[config.mk]
export PLATFORM = sky130hd
export DESIGN_NAME = etpc_top
export DESIGN_NICKNAME = d
export VERILOG_FILES = /design/src/etpc_pkg.sv /design/src/etpc_top.sv
export SDC_FILE = /design/constraint.sdc
export NUM_CORES = 1
export LEC_CHECK = 0
export ABC_AREA = 1
export BUFFER_PORTS_ARGS = -buffer_cell sky130_fd_sc_hd__buf_2
export CORE_ASPECT_RATIO = 0.6
export CORE_MARGIN = 4
export CORE_UTILIZATION = 45
export DETAILED_ROUTE_END_ITERATION = 8
export HOLD_SLACK_MARGIN = 0.1
export PLACE_DENSITY = 0.7
export REMOVE_ABC_BUFFERS = 1
export SYNTH_ARGS = -nofsm -noshare
export SYNTH_HDL_FRONTEND = slang
export SYNTH_SLANG_ARGS = --single-unit
export TNS_END_PERCENT = 30
[constraint.sdc]
create_clock -name CLOCK_I -period 1.6 [get_ports CLOCK_I]
set_clock_uncertainty 0.05 [all_clocks]
set_input_delay 0.08 -clock CLOCK_I [delete_from_list [all_inputs] [get_ports CLOCK_I]]
set_output_delay 0.08 -clock CLOCK_I [all_outputs]
set_load 0.02 [all_outputs]
[src/etpc_pkg.sv]
// Constants and types shared by the eight-bit timer, PWM and event counter.
// Function
// RQ1: Enable bit low stops, high runs counter.
// RQ2: Eight-bit up counter, one step per tick.
// RQ3: Wrap FF to 00 sets sticky overflow flag.
// RQ4: Overflow reloads counter from reload value.
// RQ5: Reload always active while timer runs.
// RQ6: Reload double buffered, new value after overflow.
// RQ7: Enabled overflow requests interrupt at vector 000E.
// RQ8: Green mode keeps running, never wakes system.
// RQ9: Internal select: instruction clock or oscillator.
// RQ10: External select counts pin, ignores prescaler.
// RQ11: Prescaler field divides by 128 down to 1.
// RQ12: Pin enable switches pin from GPIO to PWM.
// RQ13: Single pulse: one pulse, flag, clear enable.
// RQ14: Software configures mode before enabling timer.
// RQ15: Software writes counter equal reload before start.
// RQ16: Software clears overflow flag in service routine.
// RQ17: Event mode counts falling edges of pin.
// RQ18: PWM high at period start, low at duty.
// RQ19: Duty not above reload keeps PWM low.
// RQ20: Event pin synchronised before edge detection.
package etpc_pkg;

   // ***************************************************************
   // Register map
   // ***************************************************************
   localparam logic [7:0] ETPC_MODE_OFS   = 8'hBC;
   localparam logic [7:0] ETPC_COUNT_OFS  = 8'hBD;
   localparam logic [7:0] ETPC_STATUS_OFS = 8'hC0;

   localparam logic [7:0] ETPC_MODE_RST   = 8'h00;
   localparam logic [7:0] ETPC_COUNT_RST  = 8'h00;
   localparam logic [7:0] ETPC_RELOAD_RST = 8'h00;

   // Status register bit positions.
   localparam int ETPC_FLAG_BIT = 0;
   localparam int ETPC_IEN_BIT  = 1;

   // ***************************************************************
   // Counter and prescaler constants
   // ***************************************************************
   localparam logic [7:0]  ETPC_COUNT_FULL = 8'hFF;
   localparam logic [6:0]  ETPC_PRE_MASK   = 7'h7F;
   localparam logic [6:0]  ETPC_PRE_RST    = 7'h00;
   localparam logic [15:0] ETPC_IRQ_VECTOR = 16'h000E;

   // ***************************************************************
   // Mode register layout, bit 7 down to bit 0
   // ***************************************************************
   typedef struct packed {
      logic       timer_run_enable;
      logic [2:0] clock_divider_select;
      logic       external_event_select;
      logic       internal_clock_select;
      logic       single_pulse_mode;
      logic       pwm_pin_enable;
   } etpc_mode_t;

endpackage

[src/etpc_top.sv]
// Eight-bit auto-reload timer with prescaler, event counter and PWM output.
`timescale 1ns/10ps

module etpc_top
   import etpc_pkg::*;
#(
   parameter int CNT_W = 8
) (
   input  wire logic       CLOCK_I,
   input  wire logic       RST_B_I,
   input  wire logic [7:0] ADDR_I,
   input  wire logic [7:0] WDATA_I,
   input  wire logic       WR_I,
   input  wire logic       RD_I,
   output logic      [7:0] RDATA_O,
   input  wire logic       FCPU_TICK_I,
   input  wire logic       FHOSC_TICK_I,
   input  wire logic       EVENT_PIN_I,
   input  wire logic [7:0] RELOAD_VALUE_I,
   input  wire logic [7:0] DUTY_VALUE_I,
   input  wire logic       GREEN_MODE_I,
   output logic            PWM_O,
   output logic            PWM_PIN_SEL_O,
   output logic            IRQ_O,
   output logic      [15:0] IRQ_VECTOR_O,
   output logic            WAKEUP_O
);

   // ***************************************************************
   // Elaboration check
   // ***************************************************************
   generate
      if (CNT_W != 8) begin : g_bad_width
         $error("etpc_top supports only an eight-bit counter");
      end
      // The read decoder would alias two registers onto one address.
      if ((ETPC_MODE_OFS == ETPC_COUNT_OFS) || (ETPC_MODE_OFS == ETPC_STATUS_OFS) ||
          (ETPC_COUNT_OFS == ETPC_STATUS_OFS)) begin : g_bad_map
         $error("etpc_top register offsets must differ");
      end
      // The status byte holds both bits; they must not overlap.
      if ((ETPC_FLAG_BIT == ETPC_IEN_BIT) || (ETPC_FLAG_BIT > 7) ||
          (ETPC_IEN_BIT > 7)) begin : g_bad_bits
         $error("etpc_top status bit positions are invalid");
      end
   endgenerate

   // ***************************************************************
   // State
   // ***************************************************************
   etpc_mode_t mode;
   logic [7:0] count;
   logic [7:0] reload_active;
   logic       overflow_flag;
   logic       overflow_interrupt_enable;
   logic [6:0] prescale;
   logic       ev_s1;
   logic       ev_s2;
   logic       ev_s3;
   logic       ev_level;
   logic       pwm_level;
   logic       pwm_out;
   logic       pin_sel;
   logic       irq;

   logic       wr_mode;
   logic       wr_count;
   logic       wr_status;
   logic       src_tick;
   logic [6:0] pre_mask;
   logic       int_tick;
   logic       ev_fall;
   logic       step;
   logic       overflow;
   logic       duty_ok;
   logic       next_duty_ok;
   logic [6:0] next_prescale;
   logic       next_ev_level;
   logic [7:0] next_count;
   logic [7:0] next_reload_active;
   etpc_mode_t next_mode;
   logic       next_flag;
   logic       next_ien;
   logic       next_pwm_level;
   logic [7:0] next_rdata;

   assign wr_mode   = WR_I && (ADDR_I == ETPC_MODE_OFS);
   assign wr_count  = WR_I && (ADDR_I == ETPC_COUNT_OFS);
   assign wr_status = WR_I && (ADDR_I == ETPC_STATUS_OFS);

   // ***************************************************************
   // Clock source and prescaler
   // ***************************************************************
   // The oscillator tick goes through the same prescaler as the
   // instruction tick, since both table rows list all eight divisors.
   assign src_tick = mode.internal_clock_select ? FHOSC_TICK_I // RQ9
                                                : FCPU_TICK_I;

   // Field value 0 keeps all seven bits in the mask (divide by 128),
   // value 7 keeps none (divide by 1).
   assign pre_mask = ETPC_PRE_MASK >> mode.clock_divider_select; // RQ11

   assign int_tick = src_tick && ((prescale & pre_mask) == pre_mask);

   // Clearing the prescaler while stopped makes the first period after an
   // enable a full one, at the cost of losing any partial division.
   always_comb begin
      next_prescale = prescale;
      if (!mode.timer_run_enable || mode.external_event_select) begin
         next_prescale = ETPC_PRE_RST; // RQ10
      end else if (src_tick) begin
         next_prescale = prescale + 7'h01;
      end
   end

   always_ff @(posedge CLOCK_I or negedge RST_B_I) begin
      if (!RST_B_I) begin
         prescale <= ETPC_PRE_RST;
      end else begin
         prescale <= next_prescale;
      end
   end

   // ***************************************************************
   // Event pin synchroniser and falling edge detector
   // ***************************************************************
   // The first stage feeds only the second. A level change is accepted
   // once the second and third stages agree, which rejects one-cycle
   // glitches caught at the metastable stage.
   always_ff @(posedge CLOCK_I or negedge RST_B_I) begin
      if (!RST_B_I) begin
         ev_s1 <= 1'b1;
         ev_s2 <= 1'b1;
         ev_s3 <= 1'b1;
      end else begin
         ev_s1 <= EVENT_PIN_I; // RQ20
         ev_s2 <= ev_s1;
         ev_s3 <= ev_s2;
      end
   end

   always_comb begin
      next_ev_level = ev_level;
      if (ev_s2 == ev_s3) begin
         next_ev_level = ev_s3; // RQ20
      end
   end

   always_ff @(posedge CLOCK_I or negedge RST_B_I) begin
      if (!RST_B_I) begin
         ev_level <= 1'b1;
      end else begin
         ev_level <= next_ev_level;
      end
   end

   assign ev_fall = ev_level && !ev_s3 && !ev_s2; // RQ17

   // ***************************************************************
   // Counter
   // ***************************************************************
   assign step = mode.timer_run_enable && // RQ1
                 (mode.external_event_select ? ev_fall : int_tick); // RQ10

   assign overflow = step && (count == ETPC_COUNT_FULL); // RQ3

   // A software write to the counter wins over a count step in the
   // same cycle, so a freshly written start value is never skipped.
   always_comb begin
      next_count = count;
      if (wr_count) begin
         next_count = WDATA_I;
      end else if (overflow) begin
         next_count = RELOAD_VALUE_I; // RQ4 RQ5
      end else if (step) begin
         next_count = count + 8'h01; // RQ2
      end
   end

   always_ff @(posedge CLOCK_I or negedge RST_B_I) begin
      if (!RST_B_I) begin
         count <= ETPC_COUNT_RST;
      end else begin
         count <= next_count;
      end
   end

   // The reload input is the buffer software writes. Its value moves
   // into the working copy only at overflow, or while the timer is
   // stopped, so a mid-period change cannot disturb the period.
   always_comb begin
      next_reload_active = reload_active;
      if (overflow || !mode.timer_run_enable) begin
         next_reload_active = RELOAD_VALUE_I; // RQ6
      end
   end

   always_ff @(posedge CLOCK_I or negedge RST_B_I) begin
      if (!RST_B_I) begin
         reload_active <= ETPC_RELOAD_RST;
      end else begin
         reload_active <= next_reload_active;
      end
   end

   // ***************************************************************
   // Mode register
   // ***************************************************************
   // A software write in the same cycle as the hardware clear wins, so a
   // request for the next pulse is never lost.
   always_comb begin
      next_mode = mode;
      if (wr_mode) begin
         next_mode = etpc_mode_t'(WDATA_I);
      end else if (overflow && mode.single_pulse_mode && mode.pwm_pin_enable) begin
         next_mode.pwm_pin_enable = 1'b0; // RQ13
      end
   end

   always_ff @(posedge CLOCK_I or negedge RST_B_I) begin
      if (!RST_B_I) begin
         mode <= etpc_mode_t'(ETPC_MODE_RST);
      end else begin
         mode <= next_mode;
      end
   end

   // ***************************************************************
   // Overflow flag and interrupt enable
   // ***************************************************************
   // Writing 0 to the flag bit clears it; an overflow in the same
   // cycle wins, so no event is lost.
   always_comb begin
      next_flag = overflow_flag;
      if (overflow) begin
         next_flag = 1'b1; // RQ3 RQ13
      end else if (wr_status && !WDATA_I[ETPC_FLAG_BIT]) begin
         next_flag = 1'b0;
      end
   end

   always_ff @(posedge CLOCK_I or negedge RST_B_I) begin
      if (!RST_B_I) begin
         overflow_flag <= 1'b0;
      end else begin
         overflow_flag <= next_flag;
      end
   end

   always_comb begin
      next_ien = overflow_interrupt_enable;
      if (wr_status) begin
         next_ien = WDATA_I[ETPC_IEN_BIT];
      end
   end

   always_ff @(posedge CLOCK_I or negedge RST_B_I) begin
      if (!RST_B_I) begin
         overflow_interrupt_enable <= 1'b0;
      end else begin
         overflow_interrupt_enable <= next_ien;
      end
   end

   always_ff @(posedge CLOCK_I or negedge RST_B_I) begin
      if (!RST_B_I) begin
         irq <= 1'b0;
      end else begin
         irq <= overflow_flag && overflow_interrupt_enable; // RQ7
      end
   end

   assign IRQ_O        = irq;
   assign IRQ_VECTOR_O = ETPC_IRQ_VECTOR; // RQ7

   // Green mode never raises system wake-up, which is tied low; the timer ignores it and
   // keeps counting, flagging and driving PWM.
   assign WAKEUP_O = 1'b0 & GREEN_MODE_I; // RQ8

   // ***************************************************************
   // PWM
   // ***************************************************************
   assign duty_ok      = DUTY_VALUE_I > reload_active; // RQ19
   assign next_duty_ok = DUTY_VALUE_I > RELOAD_VALUE_I;

   always_comb begin
      next_pwm_level = pwm_level;
      if (!mode.timer_run_enable) begin
         next_pwm_level = duty_ok; // RQ18
      end else if (overflow) begin
         next_pwm_level = next_duty_ok; // RQ18 RQ19
      end else if (!duty_ok || (count == DUTY_VALUE_I)) begin
         next_pwm_level = 1'b0; // RQ18 RQ19
      end
   end

   always_ff @(posedge CLOCK_I or negedge RST_B_I) begin
      if (!RST_B_I) begin
         pwm_level <= 1'b0;
      end else begin
         pwm_level <= next_pwm_level;
      end
   end

   // The waveform reaches the pin only while the timer runs and the pin
   // is handed to PWM; a stopped timer holds it low, and it belongs to GPIO only while pin enable is clear.
   always_ff @(posedge CLOCK_I or negedge RST_B_I) begin
      if (!RST_B_I) begin
         pwm_out <= 1'b0;
         pin_sel <= 1'b0;
      end else begin
         pwm_out <= mode.pwm_pin_enable && mode.timer_run_enable && pwm_level; // RQ12
         pin_sel <= mode.pwm_pin_enable; // RQ12
      end
   end

   assign PWM_O         = pwm_out;
   assign PWM_PIN_SEL_O = pin_sel;

   // ***************************************************************
   // Register read port
   // ***************************************************************
   // Read data is zero outside the read slot, so several blocks may share
   // one OR-combined return bus without a multiplexer.
   always_comb begin
      next_rdata = 8'h00;
      if (RD_I) begin
         unique case (ADDR_I)
            ETPC_MODE_OFS:   next_rdata = mode;
            ETPC_COUNT_OFS:  next_rdata = count;
            ETPC_STATUS_OFS: next_rdata = {6'h00, overflow_interrupt_enable, overflow_flag};
            default:         next_rdata = 8'h00;
         endcase
      end
   end

   always_ff @(posedge CLOCK_I or negedge RST_B_I) begin
      if (!RST_B_I) begin
         RDATA_O <= 8'h00;
      end else begin
         RDATA_O <= next_rdata;
      end
   end

endmodule // etpc_top

==> results.toml <==
[routing]
routed_wl_um = 7860
drt_iter0_drc = 181
detailed_route_via_count = 2899
drtPass1Iterations = 6
post-route-drc-count = 0
antenna_violating_nets_post_route = 0
vias_per_cell = 4.82
route.detailed.wl_per_inst_um = 13.1

[timing]
total_setup_violations_reported_at_the_end_of_the_flow = 0
timing_max_transition_violations_final = 0
totalNegativeSetupSlack_ps = 0
fmax_ghz = 0.631
final_period_minus_worst_setup_slack_ps = 1580
whs_ps = 110
min_period_over_period_pct = 99.0
postLayoutSetupSlackWorst_ps = 15.2
hold_viol_final = 0
slew_worst_pin_ps = 592
max_slew_margin_pct = 60.3
rsz0062_at_grt = "yes"

[finish]
antenna_cells_inserted = 0
area_delta_synth_final_pct = 29.3
most-common-layout-cells = "nand2_1 (112), buf_2 (49), dfrtp_1 (45)"
mostFrequentLayoutCell = "nand2_1"
fin_nets = 572
final_layout_size_suffix_gt1_share_pct = 26.6

[setup_path]
worst_setup_path_end_kind = "register"
r2r.worst_path.cells = 10
timing.critical_path.required_ps = 1740
worst-path-max-fanout = 8
timing.critical_path.cells = "o21ai_0 > nand2_1 > nand2_1 > nand2_1 > nand2_2 > nand2_4 > nand3_4 > nand2_8 > nand2_1 > o21ai_2"
timing.critical_path.max_delay_family = "simple AND/OR/NAND/NOR gates"
worst_path_max_delay_cell = "dfrtp_1"
crit_buf_inv = 0
crit_type = "register to register"
critical-path-top-cell-by-count = "nand2_1"
cp_arrival_ps = 1730
startpoint_of_the_worst_slack_reg_to_reg_timing_path = "mode[5]"
reg2reg_to = "reload_active[7]"
rrSetupSlack_ps = 20
timing.critical_path.slowest_cell_delay_ps = 430
worst_setup_path_start_kind = "register"

[die]
num_rows = 23
die-area_um2 = 8580
overall_die_width_um = 117
core_area_um2 = 6790
initial_core_util_pct = 47.2
die_height_um = 73.4
design.portCount = 68

[synth]
synth_top_area_cell = "dfrtp_1"
yosys.cell_types.count = 38
yosysWarnings = 0
ys_seq_elements = 49
netlist_top_cells_area = "dfrtp_1 (35%), nand2_1 (14%), ha_1 (7.0%)"
synthArstFlopShare_pct = 100
synth_top_area_share_pct = 35.2
seq_area_frac_synth_pct = 38.4
synth_area_per_cell_um2 = 7.68
post_synthesis_cell_area_um2 = 3200
postSynthCellCount = 417
yosys_most_used_dff = "dfrtp_1"
synth_enable_flop_cells = 0

[job]
number_of_violations_of_the_max_capacitance_limit = 0

[cts]
clk_root_buffer_cell = "clkbuf_16"
clk_latency_ps = 300
clock-sinks = 49
max-clock-path-buffers = 2
ctsHtreeMaxLevel = 2
cts_tree = "done"
cts_inserted_buffers = 5
clkSlewWorstSetupHoldPaths_ps = 70

[place]
port_buffer_count = 49
dpl_worst_slack_ps = -46.4
gp_routability_congestion = 0.836
dp_hpwl_um = 6030

[min_path]
min_to = "count[5]"
min_path_type = "input pin to register"
worst_hold_startpoint = "RELOAD_VALUE_I[5]"
hold-path-cell-count = 5

[global_routing]
use_met3_pct = 4.36
grt.met2_usage_pct = 27.6
track_usage_pct = 19.0
antenna_found_initial = 0
grt_pass1_wl_um = 12400
grt_max_degree = 26
grt.busiest_layer = "met1"
vias_in_the_first_global_route = 2656
globalRoute.totalOverflow = 0
globalRouteMet1Util_pct = 28.2

[power]
total_power_mw = 4.10
pwr_density_cell_nw_per_um2 = 991
max-vdd-ir-drop_v = 0.000476
leakage_nw = 2.12

[outcome]
outcome = "finished, final reports clean"
worst reg2reg max path, delay by kind of cell, from the launching register on:
family	cells	cell delay, ps
compound gates	2	230
flops	1	430
simple gates	8	760
state kept, by name, summed over array words and instances (netlist names):
register                   flops
prescale                       7
PWM_O                          1
mode                           8
pwm_level                      1
ev_s1                          1
RDATA_O                        8
overflow_interrupt_enable      1
PWM_PIN_SEL_O                  1
ev_level                       1
ev_s3                          1
reload_active                  8
ev_s2                          1
overflow_flag                  1
IRQ_O                          1
count                          8
power by group:
| part | internal, mW | switching [mW] |
|---|---|---|
| Clock | 0.622 | 0.472 |
| Sequential | 1.44 | 0.131 |
| Combinational | 0.629 | 0.811 |
how the worst max path moves through the flow:
| stage | start | endpoint | slack [ps] | cells after the start |
|---|---|---|---|---|
| 2_1_floorplan | count[0] | count[1] | -50 | 10 |
| 4_1_cts | mode[5] | count[5] | -20 | 11 |
| 3_5_place_dp | count[0] | count[0] | -50 | 10 |
| 6_report | mode[5] | reload_active[7] | 20 | 10 |
| 3_3_place_gp | count[0] | count[0] | 9 | 10 |
| 5_1_grt | count[0] | count[1] | -110 | 10 |
routing by layer:
layer	vias up	share of wire, %
li1	1487	-
met1	1319	51
met2	85	40
met3	8	6.9
met4	0	1.2
met5	-	0
cell usage after synthesis (3+ instances only):
cell / n
xnor2_1: 9
ha_1: 18
nand4_1: 5
xor2_1: 4
dfrtp_1: 45
a21oi_1: 27
nor3_1: 6
o21ai_0: 17
inv_1: 46
buf_2: 3
buf_4: 21
o21ai_1: 6
dfstp_2: 4
nand3_1: 26
nand2_2: 3
nand2_1: 117
inv_2: 9
nor2_1: 23
area by class of cell:
type                    count  area (µm²)
clock buffers               6         139
clock inverters             2        13.8
fillers                   625        2650
inverters                  58         220
multi-input cells         301        1750
flip-flops and latches     49        1230
well taps                  87         109
repair buffers             99         676
timing repair:
item,in CTS,in global routing
hold buffers,22,0
gates resized for setup,3,25
buffers inserted,0,4
cloned,0,1
pin swaps,1,5
setup endpoints to repair,12,19
endpoints found under the hold margin,48,0
per-stage QoR:
step | utilization, % | instances | instance area [µm²]
final | 61.0 | 602 | 4140
after global routing | 61.0 | 602 | 4140
after CTS | 58.9 | 597 | 4000
after detailed placement | 53.2 | 567 | 3610
after global placement | 53.2 | 567 | 3610
after floorplan | - | 407 | 3080
kinds of logic (layout without fill, tap and decap cells):
family          after synthesis  count (layout)  share of synthesized area (%)
xor+xnor                     13              13                           3.55
simple gates                195             196                           28.4
buf+inv                      83             165                           12.6
flops                        49              49                           38.4
fa+ha+maj                    18              18                           7.03
other cells                   2              17                          0.234
compound gates               57              57                           9.69
(Power assumes the default switching activity.)
